===== config.mk =====
export PLATFORM = sky130hd
export DESIGN_NAME = ncai_ctrl
export DESIGN_NICKNAME = d
export VERILOG_FILES = /design/src/inc/ncai_pkg.sv /design/src/core/ncai_ctrl.sv
export SDC_FILE = /design/constraint.sdc
export NUM_CORES = 1
export LEC_CHECK = 0
export BUFFER_PORTS_ARGS = -buffer_cell sky130_fd_sc_hd__buf_2
export CAP_MARGIN = 25
export CORE_UTILIZATION = 25
export DETAILED_ROUTE_END_ITERATION = 10
export GPL_ROUTABILITY_DRIVEN = 0
export SLEW_MARGIN = 15
export SYNTH_ARGS = -nofsm -noshare
export SYNTH_HDL_FRONTEND = slang
export SYNTH_SLANG_ARGS = --single-unit

===== constraint.sdc =====
create_clock -name clock -period 3.2 [get_ports clock]
set_clock_uncertainty 0.05 [all_clocks]
set_input_delay 0.16 -clock clock [delete_from_list [all_inputs] [get_ports clock]]
set_output_delay 0.16 -clock clock [all_outputs]
set_load 0.05 [all_outputs]

===== src/inc/ncai_pkg.sv =====
// package for the nand command/address host controller
// assumes a 10 MHz system clock and a device without a clock of its own
package ncai_pkg;
  //----------------------------------------------------------------
  // clock and timing
  //----------------------------------------------------------------
  localparam int CLK_NS = 100;
  localparam int T_WB_NS = 500; // wait before busy is trusted
  localparam int WB_CYC = (T_WB_NS + CLK_NS - 1) / CLK_NS;
  localparam int RD_LOW_CYC = 4; // read strobe low, covers the pin synchroniser
  //----------------------------------------------------------------
  // command codes
  //----------------------------------------------------------------
  localparam logic [7:0] CMD_READ_LO = 8'h00;
  localparam logic [7:0] CMD_READ_HI = 8'h01;
  localparam logic [7:0] CMD_READ_SPARE = 8'h50;
  localparam logic [7:0] CMD_IDENT = 8'h90;
  localparam logic [7:0] CMD_RESET = 8'hFF;
  localparam logic [7:0] CMD_PROG = 8'h80;
  localparam logic [7:0] CMD_PROG_GO = 8'h10;
  localparam logic [7:0] CMD_COPY = 8'h00;
  localparam logic [7:0] CMD_COPY_GO = 8'h8A;
  localparam logic [7:0] CMD_ERASE = 8'h60;
  localparam logic [7:0] CMD_ERASE_GO = 8'hD0;
  localparam logic [7:0] CMD_STATUS = 8'h70;
  localparam logic [7:0] ADDR_ZERO = 8'h00;
  //----------------------------------------------------------------
  // geometry
  //----------------------------------------------------------------
  localparam int PAGES = 65536;
  localparam int PAGES_PER_BLK = 32;
  localparam int BLOCKS = PAGES / PAGES_PER_BLK;
  localparam int PAGE_X8 = 528;
  localparam int PAGE_X16 = 264;
  localparam int ROW_W = 16;
  localparam int COL_W = 10;
  localparam int LEN_W = 10;
  localparam logic [COL_W-1:0] SPARE_X8 = 10'h200;
  localparam logic [COL_W-1:0] SPARE_X16 = 10'h100;
  localparam int HALF_BIT = 8; // column bit selected by the read command
  localparam logic [ROW_W-1:0] BLK_MASK = ~16'(PAGES_PER_BLK - 1);
  localparam logic [1:0] ADDR_CYC_PAGE = 2'h3;
  localparam logic [1:0] ADDR_CYC_ERASE = 2'h2;
  localparam logic [1:0] ADDR_CYC_ID = 2'h1;
  //----------------------------------------------------------------
  // operations and states
  //----------------------------------------------------------------
  typedef enum logic [2:0] {
    OP_READ = 3'h0, OP_IDENT = 3'h1, OP_STATUS = 3'h2, OP_RESET = 3'h3,
    OP_PROG = 3'h4, OP_COPY = 3'h5, OP_ERASE = 3'h6
  } ncai_op_t;
  typedef enum logic [7:0] {
    S_IDLE = 8'h01, S_HOLD = 8'h02, S_CMD = 8'h04, S_ADDR = 8'h08,
    S_WDATA = 8'h10, S_CMD2 = 8'h20, S_BUSY = 8'h40, S_READ = 8'h80
  } ncai_state_t;
endpackage


===== src/core/ncai_ctrl.sv =====
// host controller driving a nand flash over its multiplexed i/o pins
// assumes the bench resolves the i/o wires from io_oe_n and pulls ready/busy up
//
// Notes on behaviour
// - a page address goes in three byte cycles: column, low row, high row.
// - on x16 the upper eight lines stay low in address cycles.
// - values are written by a low write pulse with select low, taken on rise.
// - command latch marks commands, address latch addresses, neither means data.
// - read and program use three address cycles, erase two row cycles.
// - program is 80h, address and data, then 10h to start.
// - copy-back uses 00h then 8Ah; erase uses 60h then D0h.
`timescale 1ns/1ns

module ncai_fifo #(
  parameter int W = 16,
  parameter int DEPTH = 32
) (
  // clock and reset
  input wire logic clock,
  input wire logic rst_b,
  input wire logic clk_en,
  // fill side
  input wire logic in_valid,
  output logic in_ready,
  input wire logic [W-1:0] in_data,
  // drain side
  output logic out_valid,
  input wire logic out_ready,
  output logic [W-1:0] out_data
);
  localparam int AW = $clog2(DEPTH);
  logic [W-1:0] mem [DEPTH];
  logic [AW-1:0] wp_r;
  logic [AW-1:0] rp_r;
  logic [AW:0] cnt_r;
  logic [AW:0] cnt_nxt;
  logic push;
  logic pop;

  // handshakes and occupancy
  assign push = in_valid && in_ready;
  assign pop = out_valid && out_ready;
  assign cnt_nxt = cnt_r + (AW+1)'(push) - (AW+1)'(pop);
  assign out_valid = (cnt_r != '0);
  assign out_data = mem[rp_r];

  // pointers, count and registered ready
  always_ff @(posedge clock or negedge rst_b) begin
    if (!rst_b) begin
      wp_r <= '0;
      rp_r <= '0;
      cnt_r <= '0;
      in_ready <= 1'b0;
    end else if (clk_en) begin
      wp_r <= push ? AW'(wp_r + 1'b1) : wp_r;
      rp_r <= pop ? AW'(rp_r + 1'b1) : rp_r;
      cnt_r <= cnt_nxt;
      in_ready <= (cnt_nxt < (AW+1)'(DEPTH));
    end
  end

  // storage, no reset needed
  always_ff @(posedge clock) begin
    if (clk_en && push) begin
      mem[wp_r] <= in_data;
    end
  end
endmodule

module ncai_ctrl import ncai_pkg::*; #(
  parameter bit X16 = 1'b0,
  parameter int FIFO_DEPTH = 32
) (
  // clock and reset
  input wire logic clock,
  input wire logic rst_b,
  input wire logic clk_en,
  // user command port
  input wire logic cmd_valid,
  output logic cmd_ready,
  input wire logic [2:0] cmd_op,
  input wire logic [ROW_W-1:0] cmd_row,
  input wire logic [ROW_W-1:0] cmd_dst_row,
  input wire logic [COL_W-1:0] cmd_col,
  input wire logic [LEN_W-1:0] cmd_len,
  input wire logic spare_en,
  output logic done,
  // program data in
  input wire logic wr_valid,
  output logic wr_ready,
  input wire logic [15:0] wr_data,
  // read data out
  output logic rd_valid,
  output logic [15:0] rd_data,
  // flash pins
  output logic [15:0] io_out,
  output logic io_oe_n,
  input wire logic [15:0] io_in,
  output logic cle,
  output logic ale,
  output logic ce_n,
  output logic we_n,
  output logic output_strobe_n,
  output logic wp_n,
  output logic spare_sel_n,
  input wire logic rb_n
);
  //----------------------------------------------------------------
  // declarations
  //----------------------------------------------------------------
  ncai_state_t state_r;
  ncai_op_t op_r;
  logic [ROW_W-1:0] row_r, dst_r;
  logic [COL_W-1:0] col_r;
  logic [LEN_W-1:0] len_r;
  logic [1:0] acnt_r;
  logic [3:0] tcnt_r;
  logic ph_r, second_r, rb_ok_r;
  logic [2:0] rb_s;
  logic [15:0] io_s1, io_s2, io_s3;
  logic f_valid, f_ready, f_ready_r;
  logic [15:0] f_data;
  logic fifo_in_ready;

  //----------------------------------------------------------------
  // decode
  //----------------------------------------------------------------
  wire [COL_W-1:0] spare_base = X16 ? SPARE_X16 : SPARE_X8;
  wire in_spare = (col_r >= spare_base);
  wire [COL_W-1:0] col_off = in_spare ? COL_W'(col_r - spare_base) : col_r;
  wire hi_half = !X16 && col_r[HALF_BIT];
  wire [7:0] rd_cmd = in_spare ? CMD_READ_SPARE : (hi_half ? CMD_READ_HI : CMD_READ_LO);
  wire [7:0] cmd1 = (op_r == OP_READ) ? rd_cmd :
                    (op_r == OP_IDENT) ? CMD_IDENT :
                    (op_r == OP_STATUS) ? CMD_STATUS :
                    (op_r == OP_RESET) ? CMD_RESET :
                    (op_r == OP_PROG) ? CMD_PROG :
                    (op_r == OP_COPY) ? CMD_COPY : CMD_ERASE;
  wire [7:0] cmd2 = (op_r == OP_PROG) ? CMD_PROG_GO :
                    (op_r == OP_COPY) ? CMD_COPY_GO : CMD_ERASE_GO;
  wire [1:0] addr_need = (op_r == OP_IDENT) ? ADDR_CYC_ID :
                         (op_r == OP_ERASE) ? ADDR_CYC_ERASE : ADDR_CYC_PAGE;
  wire [ROW_W-1:0] cur_row = second_r ? dst_r : row_r;
  wire [ROW_W-1:0] use_row = (op_r == OP_ERASE) ? (cur_row & BLK_MASK) : cur_row;
  wire [1:0] aidx = (op_r == OP_ERASE) ? 2'(acnt_r + 1'b1) : acnt_r;
  wire [7:0] abyte = (op_r == OP_IDENT) ? ADDR_ZERO :
                     (aidx == 2'h0) ? col_off[7:0] :
                     (aidx == 2'h1) ? use_row[7:0] : use_row[15:8];
  wire allowed_busy = (op_r == OP_RESET) || (op_r == OP_STATUS);
  wire needs_wp = (op_r == OP_PROG) || (op_r == OP_COPY) || (op_r == OP_ERASE);
  wire [15:0] rd_word = X16 ? io_s3 : {8'h00, io_s3[7:0]};
  wire wr_state = (state_r == S_CMD) || (state_r == S_ADDR) || (state_r == S_CMD2);
  wire [7:0] wr_byte = (state_r == S_ADDR) ? abyte : ((state_r == S_CMD2) ? cmd2 : cmd1);
  assign f_ready = f_ready_r;

  //----------------------------------------------------------------
  // program data buffer
  //----------------------------------------------------------------
  ncai_fifo #(.W(16), .DEPTH(FIFO_DEPTH)) u_fifo (
    .clock(clock), .rst_b(rst_b), .clk_en(clk_en),
    .in_valid(wr_valid), .in_ready(fifo_in_ready), .in_data(wr_data),
    .out_valid(f_valid), .out_ready(f_ready), .out_data(f_data)
  );
  assign wr_ready = fifo_in_ready;

  //----------------------------------------------------------------
  // pin synchronisers
  //----------------------------------------------------------------
  // ready/busy passes three flops, a change counts once the last two agree
  always_ff @(posedge clock or negedge rst_b) begin
    if (!rst_b) begin
      rb_s <= 3'h0;
      rb_ok_r <= 1'b0;
      io_s1 <= 16'h0000;
      io_s2 <= 16'h0000;
      io_s3 <= 16'h0000;
    end else if (clk_en) begin
      rb_s <= {rb_s[1:0], rb_n};
      rb_ok_r <= (rb_s[1] == rb_s[2]) ? rb_s[2] : rb_ok_r;
      io_s1 <= io_in;
      io_s2 <= io_s1;
      io_s3 <= io_s2;
    end
  end

  //----------------------------------------------------------------
  // sequencer
  //----------------------------------------------------------------
  // each write cycle: strobe low one clock, high one clock, value taken on the rise
  always_ff @(posedge clock or negedge rst_b) begin
    if (!rst_b) begin
      state_r <= S_IDLE; op_r <= OP_READ; row_r <= '0; dst_r <= '0; col_r <= '0;
      len_r <= '0; acnt_r <= '0; tcnt_r <= '0; ph_r <= 1'b0; second_r <= 1'b0;
      f_ready_r <= 1'b0; cmd_ready <= 1'b0; done <= 1'b0; rd_valid <= 1'b0;
      rd_data <= 16'h0000; io_out <= 16'h0000; io_oe_n <= 1'b1; cle <= 1'b0;
      ale <= 1'b0; ce_n <= 1'b1; we_n <= 1'b1; output_strobe_n <= 1'b1; wp_n <= 1'b0;
      spare_sel_n <= 1'b1;
    end else if (clk_en) begin
      done <= 1'b0;
      rd_valid <= 1'b0;
      f_ready_r <= 1'b0;
      spare_sel_n <= !spare_en;
      case (state_r)
        S_IDLE: begin
          cmd_ready <= 1'b1;
          ce_n <= 1'b1;
          wp_n <= 1'b0;
          io_oe_n <= 1'b1;
          if (cmd_valid && cmd_ready) begin
            cmd_ready <= 1'b0;
            op_r <= ncai_op_t'(cmd_op);
            row_r <= cmd_row; dst_r <= cmd_dst_row; col_r <= cmd_col; len_r <= cmd_len;
            second_r <= 1'b0;
            ce_n <= 1'b0;
            state_r <= S_HOLD;
          end
        end
        S_HOLD: begin
          wp_n <= needs_wp;
          ph_r <= 1'b0;
          if (rb_ok_r || allowed_busy) state_r <= S_CMD;
        end
        S_CMD, S_ADDR, S_CMD2: begin
          if (!ph_r) begin
            io_out <= {8'h00, wr_byte};
            io_oe_n <= 1'b0;
            cle <= (state_r != S_ADDR);
            ale <= (state_r == S_ADDR);
            we_n <= 1'b0;
            ph_r <= 1'b1;
          end else begin
            we_n <= 1'b1;
            ph_r <= 1'b0;
            acnt_r <= (state_r == S_ADDR) ? 2'(acnt_r + 1'b1) : 2'h0;
            if (state_r == S_CMD) begin
              state_r <= (op_r == OP_RESET) ? S_BUSY :
                         (op_r == OP_STATUS) ? S_READ : S_ADDR;
              tcnt_r <= 4'(WB_CYC);
              if (op_r == OP_STATUS) len_r <= LEN_W'(1);
            end else if (state_r == S_CMD2) begin
              state_r <= (op_r == OP_COPY) ? S_ADDR : S_BUSY;
              tcnt_r <= 4'(WB_CYC);
            end else if (2'(acnt_r + 1'b1) == addr_need) begin
              tcnt_r <= 4'(WB_CYC);
              state_r <= (op_r == OP_IDENT) ? S_READ :
                         (op_r == OP_PROG) ? S_WDATA :
                         (op_r == OP_ERASE) ? S_CMD2 : S_BUSY;
            end
          end
        end
        S_WDATA: begin
          cle <= 1'b0;
          ale <= 1'b0;
          if (!ph_r) begin
            if (len_r == '0) begin
              state_r <= S_CMD2;
            end else if (f_valid && !f_ready_r) begin
              io_out <= X16 ? f_data : {8'h00, f_data[7:0]};
              f_ready_r <= 1'b1;
              we_n <= 1'b0;
              ph_r <= 1'b1;
            end
          end else begin
            we_n <= 1'b1;
            len_r <= LEN_W'(len_r - 1'b1);
            ph_r <= 1'b0;
          end
        end
        S_BUSY: begin
          cle <= 1'b0;
          ale <= 1'b0;
          io_oe_n <= 1'b1;
          if (tcnt_r != '0) begin
            tcnt_r <= 4'(tcnt_r - 1'b1);
          end else if (rb_ok_r) begin
            ph_r <= 1'b0;
            if (op_r == OP_READ) begin
              state_r <= S_READ;
            end else if (op_r == OP_COPY && !second_r) begin
              second_r <= 1'b1;
              state_r <= S_CMD2;
            end else begin
              done <= 1'b1;
              state_r <= S_IDLE;
            end
          end
        end
        S_READ: begin
          cle <= 1'b0;
          ale <= 1'b0;
          io_oe_n <= 1'b1;
          if (!ph_r) begin
            if (len_r == '0) begin
              done <= 1'b1;
              state_r <= S_IDLE;
            end else begin
              output_strobe_n <= 1'b0;
              tcnt_r <= 4'(RD_LOW_CYC);
              ph_r <= 1'b1;
            end
          end else if (tcnt_r != '0) begin
            tcnt_r <= 4'(tcnt_r - 1'b1);
          end else if (!output_strobe_n) begin
            output_strobe_n <= 1'b1;
            rd_data <= rd_word;
            rd_valid <= 1'b1;
            len_r <= LEN_W'(len_r - 1'b1);
          end else begin
            ph_r <= 1'b0;
          end
        end
        default: state_r <= S_IDLE;
      endcase
    end
  end

  //----------------------------------------------------------------
  // assertions
  //----------------------------------------------------------------
  logic [2:0] acount_h;
  always_ff @(posedge clock or negedge rst_b) begin
    if (!rst_b) acount_h <= 3'h0;
    else if (clk_en && we_n == 1'b0 && cle) acount_h <= 3'h0;
    else if (clk_en && we_n == 1'b0 && ale && ph_r) acount_h <= 3'(acount_h + 1'b1);
  end
  property p_we_pulse;
    @(posedge clock) disable iff (!rst_b) $fell(we_n) && clk_en |-> !ce_n ##1 !clk_en || we_n;
  endproperty
  a_we_pulse: assert property (p_we_pulse) else $error("write strobe wrong");
  property p_latch_excl;
    @(posedge clock) disable iff (!rst_b) !we_n |-> !(cle && ale);
  endproperty
  a_latch_excl: assert property (p_latch_excl) else $error("both latches high");
  property p_upper_low;
    @(posedge clock) disable iff (!rst_b) (cle || ale) && !we_n |-> io_out[15:8] == 8'h00;
  endproperty
  a_upper_low: assert property (p_upper_low) else $error("upper lines not low");
  property p_addr_max;
    @(posedge clock) disable iff (!rst_b) acount_h <= 3'h3;
  endproperty
  a_addr_max: assert property (p_addr_max) else $error("too many address cycles");
  property p_erase_two;
    @(posedge clock) disable iff (!rst_b)
      !we_n && cle && io_out[7:0] == CMD_ERASE_GO && op_r == OP_ERASE |-> acount_h == 3'h2;
  endproperty
  a_erase_two: assert property (p_erase_two) else $error("erase address count");
  property p_busy_gate;
    @(posedge clock) disable iff (!rst_b)
      state_r == S_HOLD && !rb_ok_r && !allowed_busy && clk_en |=> state_r == S_HOLD;
  endproperty
  a_busy_gate: assert property (p_busy_gate) else $error("command sent while busy");
  property p_no_hi_x16;
    @(posedge clock) disable iff (!rst_b) !we_n && cle |-> !(X16 && io_out[7:0] == CMD_READ_HI);
  endproperty
  a_no_hi_x16: assert property (p_no_hi_x16) else $error("01h on x16");
  property p_wp_high;
    @(posedge clock) disable iff (!rst_b)
      !we_n && cle && (io_out[7:0] == CMD_PROG || io_out[7:0] == CMD_ERASE) |-> wp_n;
  endproperty
  a_wp_high: assert property (p_wp_high) else $error("protect low at program");
  property p_strobe_data;
    @(posedge clock) disable iff (!rst_b)
      $rose(output_strobe_n) |-> rd_valid && $past(output_strobe_n, 2) == 1'b0;
  endproperty
  a_strobe_data: assert property (p_strobe_data) else $error("read word not taken");
  property p_busy_wait;
    @(posedge clock) disable iff (!rst_b)
      state_r == S_BUSY && !rb_ok_r && clk_en |=> state_r == S_BUSY;
  endproperty
  a_busy_wait: assert property (p_busy_wait) else $error("left busy early");
  property p_erase_blk;
    @(posedge clock) disable iff (!rst_b)
      state_r == S_ADDR && op_r == OP_ERASE && acnt_r == 2'h0 && !we_n |-> io_out[4:0] == 5'h00;
  endproperty
  a_erase_blk: assert property (p_erase_blk) else $error("erase not block aligned");
  c_prog: cover property (@(posedge clock) !we_n && cle && io_out[7:0] == CMD_PROG_GO);
  c_erase: cover property (@(posedge clock) !we_n && cle && io_out[7:0] == CMD_ERASE_GO);
  c_read: cover property (@(posedge clock) rd_valid && op_r == OP_READ);
  c_stat_busy: cover property (@(posedge clock) state_r == S_CMD && !rb_ok_r && allowed_busy);
endmodule


## Word level (Yosys, flattened, before mapping)

Memories as Yosys holds them, arrays and structs flattened.
Cells that the tools add are included.
W data, S select, Z words.

| word-level totals | value |
|---|---|
| register bits | 152 |
| latch bits | 0 |
| memory bits (writable) | 512 |
| memory bits (read-only) | 0 |
| bits of input ports | 94 |
| output and inout port bits | 44 |
| logic and storage cells | 248 |
| memories | 1 |

| operators by class | value |
|---|---|
| add/sub/neg operators | 8 |
| $mul | 0 |
| div/mod/pow operators | 0 |
| $lt $le $gt $ge | 2 |
| equality and inequality tests | 44 |
| shifts and indexed selects | 0 |
| mux-type cells | 111 |
| bitwise operators | 2 |
| reduce and logical (&&, ||, !) cells | 47 |

Memories:

| memory | depth | width | rd ports | clocked after memory_dff | wr ports | line | source |
|---|---|---|---|---|---|---|---|
| u_fifo.mem | 32 | 16 | 1 | 0 | 1 | ncai_ctrl.sv:32 | `logic [W-1:0] mem [DEPTH];` |

Operator list:

| kind | count |
|---|---|
| $mux W8 | 28 |
| $mux W10 | 8 |
| $mux W16 | 5 |
| $pmux W8 S6 | 1 |
| $ne A2 B2 Y1 const B | 22 |
| $mux W7 | 6 |
| $mux W1 | 40 |
| $pmux W10 S4 | 1 |
| $pmux W16 S2 | 1 |
| $mux W4 | 7 |
| $pmux W1 S2 | 7 |
| $pmux W4 S3 | 1 |
| $reduce_and A3 Y1 | 4 |
| $reduce_and A4 Y1 | 3 |
| $reduce_and A11 Y1 | 1 |
| $add A5 B1 Y5 const B | 2 |
| $ge A10 B10 Y1 const B | 1 |
| $logic_not A10 Y1 | 1 |
| $reduce_and A10 Y1 | 1 |
| $reduce_and A2 Y1 | 5 |
| $reduce_and A5 Y1 | 2 |
| $reduce_bool A2 Y1 | 5 |
| $sub A10 B1 Y10 const B | 1 |
| $eq A3 B3 Y1 const B | 3 |
| 39 further kinds | 58 |

## Depth between registers and ports, before layout

| depth | value |
|---|---|
| depth in word-level cells | 11 |
| depth in mapped cells | 13 |
| gate-level depth less buffers | 13 |

## Modules after synthesis

A second synthesis with hierarchy kept.

| second synthesis, totals | value |
|---|---|
| cell total of the unflattened synthesis | 1628 |
| area total of the unflattened synthesis | 27418.8 sq um |

Modules (own cells, without submodules):

| module | times used | cells each | area an instance (sq um) | seq. area each (sq um) |
|---|---|---|---|---|
| ncai_fifo | 1 | 979 | 20579.7 | 15800.2 |
| ncai_ctrl | 1 | 649 | 6839.1 | 3185.6 |

## Worst setup path after synthesis

OpenSTA, ideal clock, no wires.

| timing | value |
|---|---|
| path kind | register to register |
| from | register u_fifo.cnt_r[4] |
| to | register u_fifo.in_ready |
| setup time | 0.125 ns |
| arrival time | 2.449 ns |
| data required time | 3.025 ns |
| setup slack | 0.576 ns |
| stages on the path, launching flop included | 14 |
| buffers on the path | 0 |
| period minus slack after synthesis | 2.624 ns |
| path through | dfrtp_1 inv_1 ha_1 nor4bb_1 nor2_1 ha_1 inv_1 ha_1 a21o_1 a21oi_1 o21bai_1 a21oi_1 xnor2_1 mux2_2 |

| between the ends | value |
|---|---|
| cells in the longest elaborated chain, start to end | 4 |
| elaborated cells on any way between the ends | 5 |
| those cells by class | add/sub (2); order compare (1); reduce/logical (2) |

Ends and longest elaborated chain:

| element | line | source |
|---|---|---|
| from (decl) | ncai_ctrl.sv:35 | `logic [AW:0] cnt_r;` |
| from (signal assigned) | ncai_ctrl.sv:57 | `cnt_r <= cnt_nxt;` |
| parallel branches: the longest is 2 deep, another holds $add A6 B1 Y6 | n/a |  |
| $sub A6 B1 Y6 (*) | ncai_ctrl.sv:43 | `assign cnt_nxt = cnt_r + (AW+1)'(push) - (AW+1)'(pop);` |
| $lt A6 B6 Y1 (*) | ncai_ctrl.sv:58 | `in_ready <= (cnt_nxt < (AW+1)'(DEPTH));` |
| to (signal assigned) | ncai_ctrl.sv:58 |  |
| to (decl) | ncai_ctrl.sv:24 | `output logic in_ready,` |

Mark *: on every way between the ends.
A chain may end at the register's enable or synchronous reset.

## Worst setup path after layout

| timing | value |
|---|---|
| from | register u_fifo.cnt_r[4] |
| to | register u_fifo.cnt_r[4] |

| between the ends | value |
|---|---|
| cells in the longest elaborated chain, start to end | 3 |
| elaborated cells on any way between the ends | 4 |
| those cells by class | add/sub (2); reduce/logical (2) |

Ends and longest elaborated chain:

| element | line |
|---|---|
| parallel branches: the longest is 2 deep, another holds $add A6 B1 Y6 | n/a |
| $sub A6 B1 Y6 (*) | ncai_ctrl.sv:43 |

Marked as above.

==> impl_results.md <==
- Slew headroom: 0.3987
- Clock Tree Buf Depth: 3
- Crit share post-route: 0.9059
- Max-cap viol count: 0
- Post-layout util: 0.3127
- Logic gate share of total power: 0.271
- Critical Path AT: 3.26 ns
- Die Ht: 267.3 µm
- R2r worst-path depth: 13
- Postcts setup bufs: 0
- Int Power: approximately 11 mW
- Leakage: 8.183 nW
- Synth Cell Area: 17590 µm²
- Compound-gate portion of the synthesized area: 0.07696
- Sequential power share: 0.415
- Die Span X: 267.3 µm
- P_sw: 5.429 mW
- Port Buffers: between 100 and 150
- EDFF count, synth: between 200 and 300
- Iter 0 DRT Violations: between 900 and 1000
- Syn. warnings: 0
- Gr ovfl total: 0
- IO Count: 138
- Pre-CTS setup slack: about 0.28 ns
- Synth cell types: 73
- Reg2reg start: u_fifo.cnt_r[4]
- Placed cells: 2298
- DRC: 0
- Antenna Nets Post-Route: 0
- TritonCTS clock tree: done
- Area of the multi-input gates: about 5800 µm²
- Post-DP HPWL: 29290 µm
- Multiplexer share of the synthesized area: 0.1280
- Worst Tran Pin Value: 0.9001 ns
- Largest net degree at the start of global routing: 75
- Max Slew Vio Count: 0
- Critical path required time: 3.56 ns
- Final worst slack: 0.3010 ns
- CTS H-tree lvls: 2
- Clock Tree Root: clkbuf_16
- Worst hold path startpoint: wr_valid
- Class of the worst hold path: input port to register
- Setup slack, reg-to-reg: 0.30 ns
- Placement Rows: 96
- Clock share of power: 0.314
- Total track usage: 0.1217
- #FFs+latches synth: 400
- Reg2reg end: u_fifo.cnt_r[4]
- Layout cell share with drive strength beyond 1: 0.2507
- Nets@finish: 1590
- Main combinational cell family by area after synthesis: multiplexers
- Simple-gate portion of the synthesized area: 0.1012
- CTS Buf Count: 43
- Top cells by area, synth: edfxtp_1 44%, dfrtp_1 20%, mux4_2 8.4%
- First-pass GRT wire length: 67400 µm
- CTS clock-pin slew for the worst setup and hold paths: roughly 0.060 ns
- Die Footprint: 71430 µm²
- Part of the Yosys area used for sequential elements: 0.6422
- Vias: between 10000 and 15000
- Max IR drop VDD: 0.0003692 V
- Number of global-route vias before repair: 11740
- Min cycle time layout: 2.899 ns
- Clock latency on the worst-skew pair: ~0.58 ns
- FMAX: 0.3449 GHz
- Mapped Avg Cell Area: 13.81 µm²
- Largest driver fanout on the critical path: 3
- Initial antenna violation count: 4
- Layout fillers: 6796
- Min-Delay Endpoint: u_fifo.cnt_r[0]
- Cell Pwr Density: 766.9 nW/µm²
- Final setup vio count: 0
- Status: completed
- Mapped Cells: 1274
- Final hold viol count: 0
- Setup crit end kind: register
- Kind of critical path: register to register
- Num Clock Sinks: 400
- Yosys top cell area share: 0.4370
- Post-synthesis async set-or-reset flop share: 0.3600
- Most frequent cells in the layout: 256 x edfxtp_1, 184 x nand2_1, 136 x dfrtp_1, 105 x buf_2, 80 x nor2_1
- Wire per inst: 17.79 µm
- Initial Util: 0.2547
- WHS Path Cells: 5
- Fin cells: roughly 2400
- Drt pass-1 iters: 5
- FF/Latch Area: around 11000 µm²
- RSZ-0062 raised after global routing: no
- Synth Area in XOR/XNOR: 0.007966
- Adder-Cell Fraction of Synth Area: 0.01323
- Dominant cell type by area after synthesis: edfxtp_1
- Hold buffer count at CTS: 66
- Most common cell after layout, fill and taps aside: edfxtp_1
- Critical path startpoint category: register
- Core area: a little under 70000 µm²
- Total negative setup slack: 0 ns
- Post-CTS Resized: 0
- Main synth FF type: edfxtp_1
- Switching share of power: 0.3278
- Area growth syn-to-layout: 22.77%
- Avg Vias per Cell: 4.655
- Worst setup startpoint: u_fifo.cnt_r[4]
- Power, Total: approximately 17 mW
- WL final: between 40000 and 50000 µm
-- worst max-delay path by stage --
stage                      endpoint  slack (ns)  cells after the start
floorplan           u_fifo.in_ready        0.58                     13
global route        u_fifo.in_ready        0.06                     13
CTS                 u_fifo.cnt_r[4]        0.26                     13
detailed placement  u_fifo.cnt_r[4]        0.28                     13
global placement    u_fifo.cnt_r[4]        0.32                     13
finish              u_fifo.cnt_r[4]        0.30                     13
-- per-layer routing --
| metal | wire length, µm | track usage | vias up |
|---|---|---|---|
| li1 | - | - | 5171 |
| met1 | 18680 | 0.1586 | 5768 |
| met2 | 20840 | 0.2002 | 362 |
| met3 | 3026 | 0.03016 | 69 |
| met4 | 894 | 0.03308 | 6 |
| met5 | 31 | 0 | - |
-- synth_stat cells, types with 8 or more instances --
master / instances
nor3_1: 15
nor2_1: 80
a31oi_1: 9
buf_2: 11
mux2i_1: 19
mux4_2: 66
inv_1: 30
edfxtp_1: 256
a21oi_1: 38
clkbuf_1: 58
nand2_1: 184
ha_1: 17
nand3b_1: 9
xnor2_1: 11
nand3_1: 13
a221oi_1: 11
buf_4: 16
o21ai_0: 63
mux2_2: 51
a22oi_1: 20
o211ai_1: 8
dfrtp_1: 138
nand4_1: 11
nor2b_1: 8
-- registers in the layout (all words and copies together), names as in the netlist, 10 cells and up --
register,cells
u_fifo.mem,256
dst_r,16
row_r,16
col_r,10
len_r,10
-- worst max-delay path, stage by stage (launching register included) --
cell,delay (ns)
dfrtp_1,0.36
inv_1,0.09
ha_1,0.15
nor4bb_1,0.46
nor2_1,0.09
ha_1,0.29
inv_1,0.04
ha_1,0.20
fa_1,0.44
a21oi_1,0.15
nor2_1,0.05
nor2_1,0.12
xor2_1,0.17
mux2i_1,0.09
-- cell families (layout without fill, tap and decap cells) --
| family | count (synthesis) | in the layout |
|---|---|---|
| DFF | 400 | 400 |
| and+or+nand+nor | 375 | 375 |
| AOI/OAI and AO/OA | 206 | 206 |
| muxes | 136 | 136 |
| buffers and inverters | 122 | 345 |
| adders and majority gates | 18 | 18 |
| xor gates and xnor gates | 16 | 16 |
| other | 1 | 17 |
-- power groups by stage --
stage	combinational [mW]	sequential [mW]	clock, mW
detailed placement	4.44	6.97	0
CTS	4.52	6.87	5.33
finish	4.49	6.87	5.20
global placement	4.34	6.94	0
global route	4.96	6.96	5.52
floorplan	3.01	7.01	0
-- stage by stage --
step / area [µm²] / hold slack, ns
after global placement: 19460 / 0.1934
after floorplan: 17650 / -0.1856
after CTS: 21600 / 0.0008544
after detailed placement: 19470 / 0.2013
after global routing: 21600 / 0.04895
final: 21600 / 0.02790
-- final cells by class --
type / instances / share of cell area
Clock inverter: 27 / 0.01616
Sequential cell: 400 / 0.5233
Antenna cell: 1 / 0.0001159
Clock buffer: 52 / 0.05185
Tap cell: 931 / 0.05393
Timing Repair Buffer: 236 / 0.08000
Multi-Input combinational cell: 767 / 0.2694
Inverter: 30 / 0.005214
Power figures use the tool's default switching activity.
